--- config.mk ---
export PLATFORM = sky130hd
export DESIGN_NAME = sie_exec
export DESIGN_NICKNAME = d
export VERILOG_FILES = /design/src/common/sie_pkg.sv /design/src/rtl/sie_cond_eval.sv /design/src/rtl/sie_exec.sv
export VERILOG_INCLUDE_DIRS = /design/src /design/src/common
export SDC_FILE = /design/constraint.sdc
export NUM_CORES = 1
export LEC_CHECK = 0
export ABC_AREA = 1
export BUFFER_PORTS_ARGS = -buffer_cell sky130_fd_sc_hd__buf_2
export CAP_MARGIN = 25
export CORE_MARGIN = 10
export CORE_UTILIZATION = 56
export CTS_BUF_LIST = sky130_fd_sc_hd__clkbuf_16
export DETAILED_ROUTE_END_ITERATION = 7
export PLACE_DENSITY = 0.83
export SLEW_MARGIN = 40
export SYNTH_ARGS = -nofsm -noshare
export SYNTH_HDL_FRONTEND = slang
export SYNTH_SLANG_ARGS = --single-unit
export TNS_END_PERCENT = 10
--- constraint.sdc ---
create_clock -name clk -period 5.8 [get_ports clk]
set_input_delay 0.87 -clock clk [delete_from_list [all_inputs] [get_ports clk]]
set_output_delay 0.87 -clock clk [all_outputs]
set_load 0.01 [all_outputs]
--- src/common/sie_regs.svh ---
// constants for the skip and immediate execution block
`ifndef SIE_REGS_SVH
`define SIE_REGS_SVH
`define SIE_SKP_OPCODE 5'h18
`define SIE_IMM_OPCODE 5'h1e
`define SIE_OPC_MSB 15
`define SIE_OPC_LSB 11
`define SIE_COND_MSB 10
`define SIE_COND_LSB 8
`define SIE_SR_MSB 5
`define SIE_SR_LSB 3
`define SIE_DR_MSB 2
`define SIE_DR_LSB 0
`define SIE_FUNC_OP_BIT 10
`define SIE_FUNC_REG_MSB 9
`define SIE_FUNC_REG_LSB 8
`define SIE_IMM_MSB 7
`define SIE_REG_P 3'h2
`define SIE_RESET_WORD 16'h0000
`endif

--- src/common/sie_pkg.sv ---
// types for the skip and immediate execution block
package sie_pkg;
  typedef logic [15:0] sie_word_t;
  typedef enum logic [2:0] {
    cond_equal = 3'h0,
    cond_sign_clear = 3'h1,
    cond_signed_ge_ovf = 3'h2,
    cond_unsigned_ge = 3'h3,
    cond_not_equal = 3'h4,
    cond_sign_set = 3'h5,
    cond_signed_lt_ovf = 3'h6,
    cond_unsigned_lt = 3'h7
  } sie_cond_e;
  typedef enum logic [1:0] {
    sie_tgt_b = 2'h0,
    sie_tgt_a = 2'h1,
    sie_tgt_t = 2'h2,
    sie_tgt_x = 2'h3
  } sie_tgt_e;
  typedef enum logic [1:0] {
    sie_st_idle = 2'h0,
    sie_st_done = 2'h1
  } sie_state_e;
endpackage

--- src/rtl/sie_cond_eval.sv ---
// subtract-and-compare unit producing the four flags and the condition result
module sie_cond_eval
  import sie_pkg::*;
(
  input wire logic [15:0] dst_val,
  input wire logic [15:0] src_val,
  input wire sie_pkg::sie_cond_e cond,
  output logic flag_s,
  output logic flag_z,
  output logic flag_c,
  output logic flag_o,
  output logic cond_true
);
  logic [16:0] diff;
  always_comb begin
    diff = {1'b0, dst_val} + {1'b0, ~src_val} + 17'h00001;
    flag_s = diff[15];
    flag_z = (diff[15:0] == 16'h0000);
    // carry set means no borrow, dr >= sr unsigned
    flag_c = diff[16];
    flag_o = (dst_val[15] != src_val[15]) && (diff[15] != dst_val[15]);
    case (cond)
      cond_equal: cond_true = flag_z;
      cond_not_equal: cond_true = !flag_z;
      cond_sign_clear: cond_true = !flag_s;
      cond_sign_set: cond_true = flag_s;
      cond_signed_ge_ovf: cond_true = !(flag_s ^ flag_o);
      cond_signed_lt_ovf: cond_true = flag_s ^ flag_o;
      cond_unsigned_ge: cond_true = flag_c;
      cond_unsigned_lt: cond_true = !flag_c;
      default: cond_true = 1'b0;
    endcase
  end
endmodule

--- src/rtl/sie_exec.sv ---
// execution logic for the conditional skip and immediate-argument groups
// Summary of operation
// - skip only when bits 7,6 are zero; cond 10:8, source 5:3, dest 2:0.
// - skip opcode with bits 7,6 not both zero goes to extended group.
// - true condition skips the next instruction, false continues normally.
// - program counter operand reads as the address after the skip.
// - compare computes dest minus source giving sign, zero, carry, overflow.
// - code 000 true on zero set, code 100 true on zero clear.
// - code 001 true on sign clear, code 101 on sign set.
// - code 010 true on sign xor overflow clear, 110 when set.
// - code 011 true on carry set, 111 on carry clear; unsigned.
// - immediate group: bits 10:8 function, bits 7:0 signed immediate.
// - immediate widened to 16 bits by copying bit 7 upward.
// - function bits 9,8 pick B, A, T, X; bit 10 picks add.
// - load opcodes 170000 B, 170400 A, 171000 T.
// - 171400 loads X; 172000 and 172400 add to B and A.
// - 173000 and 173400 add to T and X.
// - load writes all sixteen extended bits into the register.
// - add writes register plus extended immediate back.
// - add updates carry and overflow like the memory add.
module sie_exec
  import sie_pkg::*;
(
  input wire logic clk,
  input wire logic reset,
  input wire logic instr_valid,
  input wire logic [15:0] instr,
  input wire logic [15:0] pc_next,
  input wire logic [15:0] src_reg_val,
  input wire logic [15:0] dst_reg_val,
  input wire logic [15:0] tgt_reg_val,
  output logic [2:0] src_sel,
  output logic [2:0] dst_sel,
  output logic [1:0] tgt_sel,
  output logic done,
  output logic skip_next,
  output logic ext_route,
  output logic wr_en,
  output logic [1:0] wr_sel,
  output logic [15:0] wr_data,
  output logic flags_wr,
  output logic carry_out,
  output logic ovf_out,
  output logic flag_s_out,
  output logic flag_z_out
);
  `include "sie_regs.svh"

  logic is_skp_op;
  logic is_skip;
  logic is_imm;
  logic [15:0] imm_ext;
  logic [15:0] cmp_dst;
  logic [15:0] cmp_src;
  logic [16:0] add_sum;
  logic fs;
  logic fz;
  logic fc;
  logic fo;
  logic ctrue;
  sie_cond_e cond;
  logic [15:0] chk_diff;

  logic done_reg, done_next;
  logic skip_reg, skip_next_v;
  logic ext_reg, ext_next;
  logic wr_en_reg, wr_en_next;
  logic [1:0] wr_sel_reg, wr_sel_next;
  logic [15:0] wr_data_reg, wr_data_next;
  logic flags_wr_reg, flags_wr_next;
  logic carry_reg, carry_next;
  logic ovf_reg, ovf_next;
  logic fs_reg, fs_next;
  logic fz_reg, fz_next;

  // register file read selects are combinational from the instruction word
  assign src_sel = instr[`SIE_SR_MSB:`SIE_SR_LSB];
  assign dst_sel = instr[`SIE_DR_MSB:`SIE_DR_LSB];
  assign tgt_sel = instr[`SIE_FUNC_REG_MSB:`SIE_FUNC_REG_LSB];
  assign cond = sie_cond_e'(instr[`SIE_COND_MSB:`SIE_COND_LSB]);

  always_comb begin
    is_skp_op = (instr[`SIE_OPC_MSB:`SIE_OPC_LSB] == `SIE_SKP_OPCODE);
    is_skip = is_skp_op && (instr[7:6] == 2'h0);
    is_imm = (instr[`SIE_OPC_MSB:`SIE_OPC_LSB] == `SIE_IMM_OPCODE);
    imm_ext = {{8{instr[`SIE_IMM_MSB]}}, instr[7:0]};
    cmp_dst = (dst_sel == `SIE_REG_P) ? pc_next : dst_reg_val;
    cmp_src = (src_sel == `SIE_REG_P) ? pc_next : src_reg_val;
    add_sum = {1'b0, tgt_reg_val} + {1'b0, imm_ext};
  end

  sie_cond_eval u_cond (
    .dst_val(cmp_dst),
    .src_val(cmp_src),
    .cond(cond),
    .flag_s(fs),
    .flag_z(fz),
    .flag_c(fc),
    .flag_o(fo),
    .cond_true(ctrue)
  );

  always_comb begin
    done_next = 1'b0;
    skip_next_v = 1'b0;
    ext_next = 1'b0;
    wr_en_next = 1'b0;
    wr_sel_next = wr_sel_reg;
    wr_data_next = wr_data_reg;
    flags_wr_next = 1'b0;
    carry_next = carry_reg;
    ovf_next = ovf_reg;
    fs_next = fs_reg;
    fz_next = fz_reg;
    if (instr_valid) begin
      if (is_skip) begin
        done_next = 1'b1;
        skip_next_v = ctrue;
        wr_en_next = 1'b0;
        fs_next = fs;
        fz_next = fz;
        carry_next = fc;
        ovf_next = fo;
      end else if (is_skp_op) begin
        ext_next = 1'b1;
      end else if (is_imm) begin
        done_next = 1'b1;
        wr_en_next = 1'b1;
        wr_sel_next = instr[`SIE_FUNC_REG_MSB:`SIE_FUNC_REG_LSB];
        if (instr[`SIE_FUNC_OP_BIT]) begin
          wr_data_next = add_sum[15:0];
          flags_wr_next = 1'b1;
          carry_next = add_sum[16];
          ovf_next = (tgt_reg_val[15] == imm_ext[15]) && (add_sum[15] != tgt_reg_val[15]);
        end else begin
          wr_data_next = imm_ext;
          flags_wr_next = 1'b0;
        end
      end
    end
  end

  always_ff @(posedge clk) begin
    if (reset) begin
      done_reg <= 1'b0;
      skip_reg <= 1'b0;
      ext_reg <= 1'b0;
      wr_en_reg <= 1'b0;
      wr_sel_reg <= 2'h0;
      wr_data_reg <= `SIE_RESET_WORD;
      flags_wr_reg <= 1'b0;
      carry_reg <= 1'b0;
      ovf_reg <= 1'b0;
      fs_reg <= 1'b0;
      fz_reg <= 1'b0;
    end else begin
      done_reg <= done_next;
      skip_reg <= skip_next_v;
      ext_reg <= ext_next;
      wr_en_reg <= wr_en_next;
      wr_sel_reg <= wr_sel_next;
      wr_data_reg <= wr_data_next;
      flags_wr_reg <= flags_wr_next;
      carry_reg <= carry_next;
      ovf_reg <= ovf_next;
      fs_reg <= fs_next;
      fz_reg <= fz_next;
    end
  end

  assign done = done_reg;
  assign skip_next = skip_reg;
  assign ext_route = ext_reg;
  assign wr_en = wr_en_reg;
  assign wr_sel = wr_sel_reg;
  assign wr_data = wr_data_reg;
  assign flags_wr = flags_wr_reg;
  assign carry_out = carry_reg;
  assign ovf_out = ovf_reg;
  assign flag_s_out = fs_reg;
  assign flag_z_out = fz_reg;

  // checks: one cycle latency from an accepted word to its result
  AST_SKIP_DECODE: assert property (@(posedge clk) disable iff (reset)
    instr_valid && is_skp_op && instr[7:6] != 2'h0 |=> !done && ext_route)
    else $error("skip with bits 7,6 set not routed to extended group");
  AST_EXT_ROUTE: assert property (@(posedge clk) disable iff (reset)
    ext_route |-> $past(instr_valid) && $past(instr[7:6]) != 2'h0)
    else $error("extended route without extended word");
  AST_SKIP_EQ: assert property (@(posedge clk) disable iff (reset)
    instr_valid && is_skip && cond == cond_equal && cmp_dst == cmp_src |=> skip_next)
    else $error("equal skip not taken");
  AST_SKIP_UNS: assert property (@(posedge clk) disable iff (reset)
    instr_valid && is_skip && cond == cond_unsigned_lt |=> skip_next == ($past(cmp_dst) < $past(cmp_src)))
    else $error("unsigned less-than wrong");
  AST_SKIP_SGN: assert property (@(posedge clk) disable iff (reset)
    instr_valid && is_skip && cond == cond_signed_ge_ovf
    |=> skip_next == ($signed($past(cmp_dst)) >= $signed($past(cmp_src))))
    else $error("signed ge with overflow wrong");
  AST_SKIP_NOWR: assert property (@(posedge clk) disable iff (reset)
    instr_valid && is_skip |=> !wr_en && !flags_wr)
    else $error("skip wrote a register");
  AST_LOAD_DATA: assert property (@(posedge clk) disable iff (reset)
    instr_valid && is_imm && !instr[10] |=> wr_en && !flags_wr
    && wr_data == {{8{$past(instr[7])}}, $past(instr[7:0])})
    else $error("load immediate data wrong");
  AST_ADD_DATA: assert property (@(posedge clk) disable iff (reset)
    instr_valid && is_imm && instr[10] |=> wr_en && flags_wr
    && wr_data == $past(tgt_reg_val) + {{8{$past(instr[7])}}, $past(instr[7:0])})
    else $error("add immediate sum wrong");
  AST_TGT_SEL: assert property (@(posedge clk) disable iff (reset)
    instr_valid && is_imm |=> wr_sel == $past(instr[9:8]))
    else $error("immediate target wrong");
  // second subtractor so the flag checks do not lean on the unit they judge
  assign chk_diff = cmp_dst - cmp_src;
  AST_SKIP_NEQ: assert property (@(posedge clk) disable iff (reset)
    instr_valid && is_skip && cond == cond_not_equal
    |=> skip_next == ($past(cmp_dst) != $past(cmp_src)))
    else $error("unequal skip wrong");
  AST_SKIP_SCLR: assert property (@(posedge clk) disable iff (reset)
    instr_valid && is_skip && cond == cond_sign_clear |=> skip_next == !$past(chk_diff[15]))
    else $error("sign clear skip wrong");
  AST_SKIP_SSET: assert property (@(posedge clk) disable iff (reset)
    instr_valid && is_skip && cond == cond_sign_set |=> skip_next == $past(chk_diff[15]))
    else $error("sign set skip wrong");
  AST_SKIP_SLT: assert property (@(posedge clk) disable iff (reset)
    instr_valid && is_skip && cond == cond_signed_lt_ovf
    |=> skip_next == ($signed($past(cmp_dst)) < $signed($past(cmp_src))))
    else $error("signed less-than with overflow wrong");
  AST_SKIP_UGE: assert property (@(posedge clk) disable iff (reset)
    instr_valid && is_skip && cond == cond_unsigned_ge
    |=> skip_next == ($past(cmp_dst) >= $past(cmp_src)))
    else $error("unsigned greater-or-equal wrong");
  AST_SKIP_FLAGS: assert property (@(posedge clk) disable iff (reset)
    instr_valid && is_skip |=> flag_z_out == ($past(chk_diff) == 16'h0000)
    && flag_s_out == $past(chk_diff[15])
    && carry_out == ($past(cmp_dst) >= $past(cmp_src)))
    else $error("compare sign, zero or carry wrong");
  AST_SKIP_OVF: assert property (@(posedge clk) disable iff (reset)
    instr_valid && is_skip |=> ovf_out == (($past(cmp_dst[15]) != $past(cmp_src[15]))
    && ($past(chk_diff[15]) != $past(cmp_dst[15]))))
    else $error("compare overflow wrong");
  AST_PC_DST: assert property (@(posedge clk) disable iff (reset)
    instr_valid && is_skip && dst_sel == `SIE_REG_P |-> cmp_dst == pc_next)
    else $error("pc destination operand not the next address");
  AST_PC_SRC: assert property (@(posedge clk) disable iff (reset)
    instr_valid && is_skip && src_sel == `SIE_REG_P |-> cmp_src == pc_next)
    else $error("pc source operand not the next address");
  AST_SKIP_DONE: assert property (@(posedge clk) disable iff (reset)
    skip_next |-> done)
    else $error("skip pulse without a finished skip word");
  AST_SKIP_ONE: assert property (@(posedge clk) disable iff (reset)
    instr_valid && is_skip |=> done && !ext_route)
    else $error("skip word not finished in one cycle");
  AST_OTHER_OPC: assert property (@(posedge clk) disable iff (reset)
    instr_valid && !is_skp_op && !is_imm |=> !done && !wr_en && !ext_route && !flags_wr)
    else $error("foreign opcode produced a result");
  AST_EXT_QUIET: assert property (@(posedge clk) disable iff (reset)
    instr_valid && is_skp_op && !is_skip |=> !wr_en && !skip_next && !flags_wr)
    else $error("extended word acted as a skip");
  AST_IMM_NOSKIP: assert property (@(posedge clk) disable iff (reset)
    instr_valid && is_imm |=> done && !skip_next && !ext_route)
    else $error("immediate word decoded wrongly");
  AST_ADD_CARRY: assert property (@(posedge clk) disable iff (reset)
    instr_valid && is_imm && instr[10] |=> carry_out == (({1'b0, $past(tgt_reg_val)}
    + {1'b0, {8{$past(instr[7])}}, $past(instr[7:0])}) > 17'h0ffff))
    else $error("add immediate carry wrong");
  AST_ADD_OVF: assert property (@(posedge clk) disable iff (reset)
    instr_valid && is_imm && instr[10] |=> ovf_out == (($past(tgt_reg_val[15]) == $past(instr[7]))
    && (wr_data[15] != $past(tgt_reg_val[15]))))
    else $error("add immediate overflow wrong");
  AST_LOAD_FLAGS: assert property (@(posedge clk) disable iff (reset)
    instr_valid && is_imm && !instr[10] |=> $stable(carry_out) && $stable(ovf_out))
    else $error("load immediate touched carry or overflow");
  AST_SKIP_KEEP: assert property (@(posedge clk) disable iff (reset)
    instr_valid && is_skip |=> $stable(wr_data) && $stable(wr_sel))
    else $error("skip changed the write path");
  AST_WR_PULSE: assert property (@(posedge clk) disable iff (reset)
    wr_en |-> done)
    else $error("register write without a finished word");
  AST_FLAGS_ADD_ONLY: assert property (@(posedge clk) disable iff (reset)
    flags_wr |-> wr_en && done)
    else $error("status update without an add");
  COV_SKIP_TAKEN: cover property (@(posedge clk) disable iff (reset) skip_next);
  COV_ADD_CARRY: cover property (@(posedge clk) disable iff (reset) flags_wr && carry_out);
  COV_EXT: cover property (@(posedge clk) disable iff (reset) ext_route);
  COV_LOAD_KEEP: cover property (@(posedge clk) disable iff (reset) wr_en && !flags_wr && carry_out);
  COV_SKIP_PC: cover property (@(posedge clk) disable iff (reset)
    instr_valid && is_skip && src_sel == `SIE_REG_P);
endmodule

==> summary.md <==
| Metric | Value |
|---|---|
| Status | `finished, final reports clean` |
| CTS tree | `yes` |
| Crit-path max FO | `18` |
| Syn_nets | `between 600 and 700` |
| Maximum buffer depth of the clock tree | `2` |
| Mapped Cells | `579` |
| Routed Wire Length | `~11000 um` |
| Largest family of logic cells by synthesized area | `simple AND/OR/NAND/NOR gates` |
| Synthesis-to-layout area growth | `19.1%` |
| # resized after CTS | `0` |
| Die Wd | `~100 um` |
| Cell Area, Synth | `between 3000 and 4000 um^2` |
| Largest delay contributor family on the critical path | `simple AND/OR/NAND/NOR gates` |
| Reg-to-Reg End | `wr_data[11]$_SDFFE_PP0P_` |
| Yosys top cell area share | `17.2%` |
| Clock Skew | `0 ns` |
| Post-Route Setup TNS | `0 ns` |
| H-tree depth | `1` |
| #FFs+latches synth | `27` |
| Clock Latency Late Sink | `between 0.2 and 0.3 ns` |
| Slew @ Worst Pin | `0.740 ns` |
| GRT overflow | `0` |
| Detail Placement HPWL | `around 9400 um` |
| R2R cell count | `4` |
| Flop2flop setup slack | `just over 5 ns` |
| Most used cell, CP | `nand2_1` |
| Critical path's slowest cell | `nand2_1` |
| Adder-cell share of the synthesized area | `roughly 13%` |
| Fin. Hold Viols | `0` |
| Leakage power | `around 0.0025 uW` |
| Synth Area in Compound Gates | `13.6%` |
| Crit Path Class | `input port to flip-flop` |
| Number of global-route vias before repair | `approximately 4000` |
| Critical path arrival | `around 4.8 ns` |
| Max reg flops | `16` |
| Setup WS pre-CTS | `approximately 0.94 ns` |
| First-pass GRT wire length | `between 15000 and 20000 um` |
| Clk slew on worst S/H paths | `about 0.07 ns` |
| Root buf cell | `clkbuf_16` |
| Max incr delay on CP | `roughly 0.54 ns` |
| Synth Area in Simple Gates | `35.8%` |
| Synth Area in XOR/XNOR | `~2.2%` |
| Crit end category | `flip-flop` |
| Worst hold path class | `flip-flop to flip-flop` |
| DRC errors left | `0` |
| Max-cap viol count | `0` |
| PortBufs | `about 120` |
| Post-Place Cell Area | `between 4000 and 5000 um^2` |
| WP data required | `slightly below 6 ns` |
| Max-slew headroom | `around half` |
| Yosys top cell by area | `nand2_1` |
| Layout cells sized above 1 | `between 20% and 30%` |
| Netlist cell types | `39` |
| PwrDens | `166 nW/um^2` |
| Antenna diodes | `0` |
| WHS Endpoint | `wr_data[5]$_SDFFE_PP0P_` |
| Combinational share of power | `around 50%` |
| HP Start | `wr_data[5]$_SDFFE_PP0P_` |
| Switch share | `40.5%` |
| Clock power frac | `between 20 and 25%` |
| Die ar. | `9940 um^2` |
| Fmax | `0.218 GHz` |
| CP Buf/Inv Count | `4` |
| Setup slack after layout | `1.21 ns` |
| GR Util All Layers | `between 20% and 30%` |
| Hold Crit Depth | `2` |
| Largest net degree at the start of global routing | `19` |
| Final antenna-violating net count | `0` |
| GPL Wtd Cong | `~0.94` |
| Syn avg cell area | `6.14 um^2` |
| DR WL/cell | `14.2 um` |
| Post-CTS Setup Bufs | `0` |
| Initial core utilization | `about three fifths` |
| Initial DRC count | `149` |
| Post-layout min period | `4.59 ns` |
| Synth area leaders | `nand2_1 17%, dfxtp_1 15%, ha_1 11%` |
| Via count | `~4000` |
| Slew Limit Fails | `0` |
| Max VDD drop | `0.146 mV` |
| Psw | `roughly 280 uW` |
| Sequential Power Share | `a little over a quarter` |
| FP Rows | `28` |
| Finished Cell Area | `roughly 4200 um^2` |
| Post-CTS Hold Buffers | `0` |
| Drt pass-1 iters | `4` |
| Synth Warn # | `0` |
| Initial antenna violation count | `0` |
| Fillers | `576` |
| Total CTS buffers | `3` |
| DR vias/cell | `~5.2` |
| Crit share post-route | `between 70 and 80%` |
| Reg2reg start | `wr_data[11]$_SDFFE_PP0P_` |
| Core area | `between 6000 and 7000 um^2` |
| RSZ-0062 raised after global routing | `false` |
| Crit path launch type | `input port` |
| Nets | `between 800 and 900` |
| I/O Pins | `118` |
| Mux cell area share after synthesis | `roughly 8.4%` |
| Final setup fails | `0` |
| Register area share after synthesis | `between 10% and 20%` |
| Internal power | `about 420 uW` |
| Die Y-Extent | `99.7 um` |
| Clock tree sinks | `27` |
-- logic make-up after synthesis --
group | Yosys count
compound gates | 87
xor+xnor | 9
fa+ha+maj | 35
buf+inv | 103
flops | 27
mux | 28
simple gates | 290
-- synthesized netlist by cell type (all sizes together) --
| library cell | instances |
|---|---|
| nand3b | 5 |
| nand3 | 35 |
| inv | 86 |
| clkbuf | 3 |
| o211ai | 1 |
| xnor2 | 2 |
| and2 | 2 |
| a21o | 1 |
| a21oi | 45 |
| a31oi | 7 |
| o31ai | 1 |
| or2 | 1 |
| nor3 | 7 |
| mux2 | 14 |
| dfxtp | 27 |
| mux2i | 14 |
| nand4 | 5 |
| nor2 | 56 |
| fa | 3 |
| o21ai | 27 |
| a211oi | 2 |
| xor2 | 7 |
| buf | 13 |
| o21bai | 3 |
| nor4 | 1 |
| nand2 | 178 |
| clkinv | 1 |
| ha | 32 |
-- worst max path at each step --
stage | depth (start not counted) | end | from
after global placement | 29 | skip_next$_SDFF_PP0_ | instr[1]
after detailed placement | 29 | skip_next$_SDFF_PP0_ | instr[1]
after CTS | 29 | skip_next$_SDFF_PP0_ | instr[1]
after floorplan | 28 | skip_next$_SDFF_PP0_ | instr[1]
final | 29 | skip_next$_SDFF_PP0_ | instr[1]
after global routing | 29 | skip_next$_SDFF_PP0_ | instr[1]
-- worst register-to-register path, cell delays in order (launching register included) --
cell	delay (ns)
dfxtp_1	0.34
nand2_1	0.06
nand2_1	0.08
inv_1	0.04
a21oi_1	0.14
-- power by group through the flow --
stage               combinational [uW]  sequential [uW]  clock (uW)
floorplan                          256              193           0
global placement                   341              192           0
detailed placement                 348              192           0
CTS                                350              188         163
global route                       399              188         171
finish                             353              188         162
-- metal layers --
layer  track usage (%)  vias up  share of wire, %
met2              36.9      109                49
met3              4.43       12               6.6
li1                  -     2077                 -
met5                 0        -                 0
met4              2.98        0              0.96
met1              25.3     1787                44
-- per-stage QoR --
step / total power (uW) / std cells / hold WS (ns) / utilization (%)
after floorplan: 449 / 579 / 0.490 / -
after global placement: 533 / 756 / 0.449 / 68.8
after detailed placement: 540 / 757 / 0.454 / 68.9
after CTS: 700 / 761 / 0.465 / 70.3
after global routing: 759 / 761 / 0.489 / 70.3
final: 703 / 761 / 0.466 / 70.3
-- cell usage in the layout, fill, tap and decap left out, types with 3 or more instances in the layout --
| cell | count |
|---|---|
| fa_1 | 3 |
| ha_1 | 32 |
| nor2_1 | 49 |
| mux2_2 | 14 |
| nand2_1 | 163 |
| inv_2 | 5 |
| nand3b_1 | 5 |
| nand3_1 | 30 |
| buf_2 | 117 |
| nand3_2 | 5 |
| inv_1 | 81 |
| nand2_2 | 15 |
| nor3_1 | 6 |
| nor2_2 | 6 |
| a21oi_1 | 44 |
| o21ai_0 | 23 |
| dfxtp_1 | 27 |
| xor2_1 | 7 |
| mux2i_1 | 14 |
| o21bai_1 | 3 |
| clkbuf_16 | 3 |
| nand4_1 | 5 |
| a31oi_1 | 7 |
-- cell type report --
class | count | area (um^2) | area share, %
sequential | 27 | 541 | 12.8
clock inverter | 1 | 7.51 | 0.177
clock buffer | 3 | 75.1 | 1.77
inverter | 87 | 327 | 7.71
timing repair buffer | 119 | 601 | 14.2
tap | 75 | 93.8 | 2.22
multi-input combinational | 449 | 2590 | 61.2
Power figures use the tool's default switching activity.
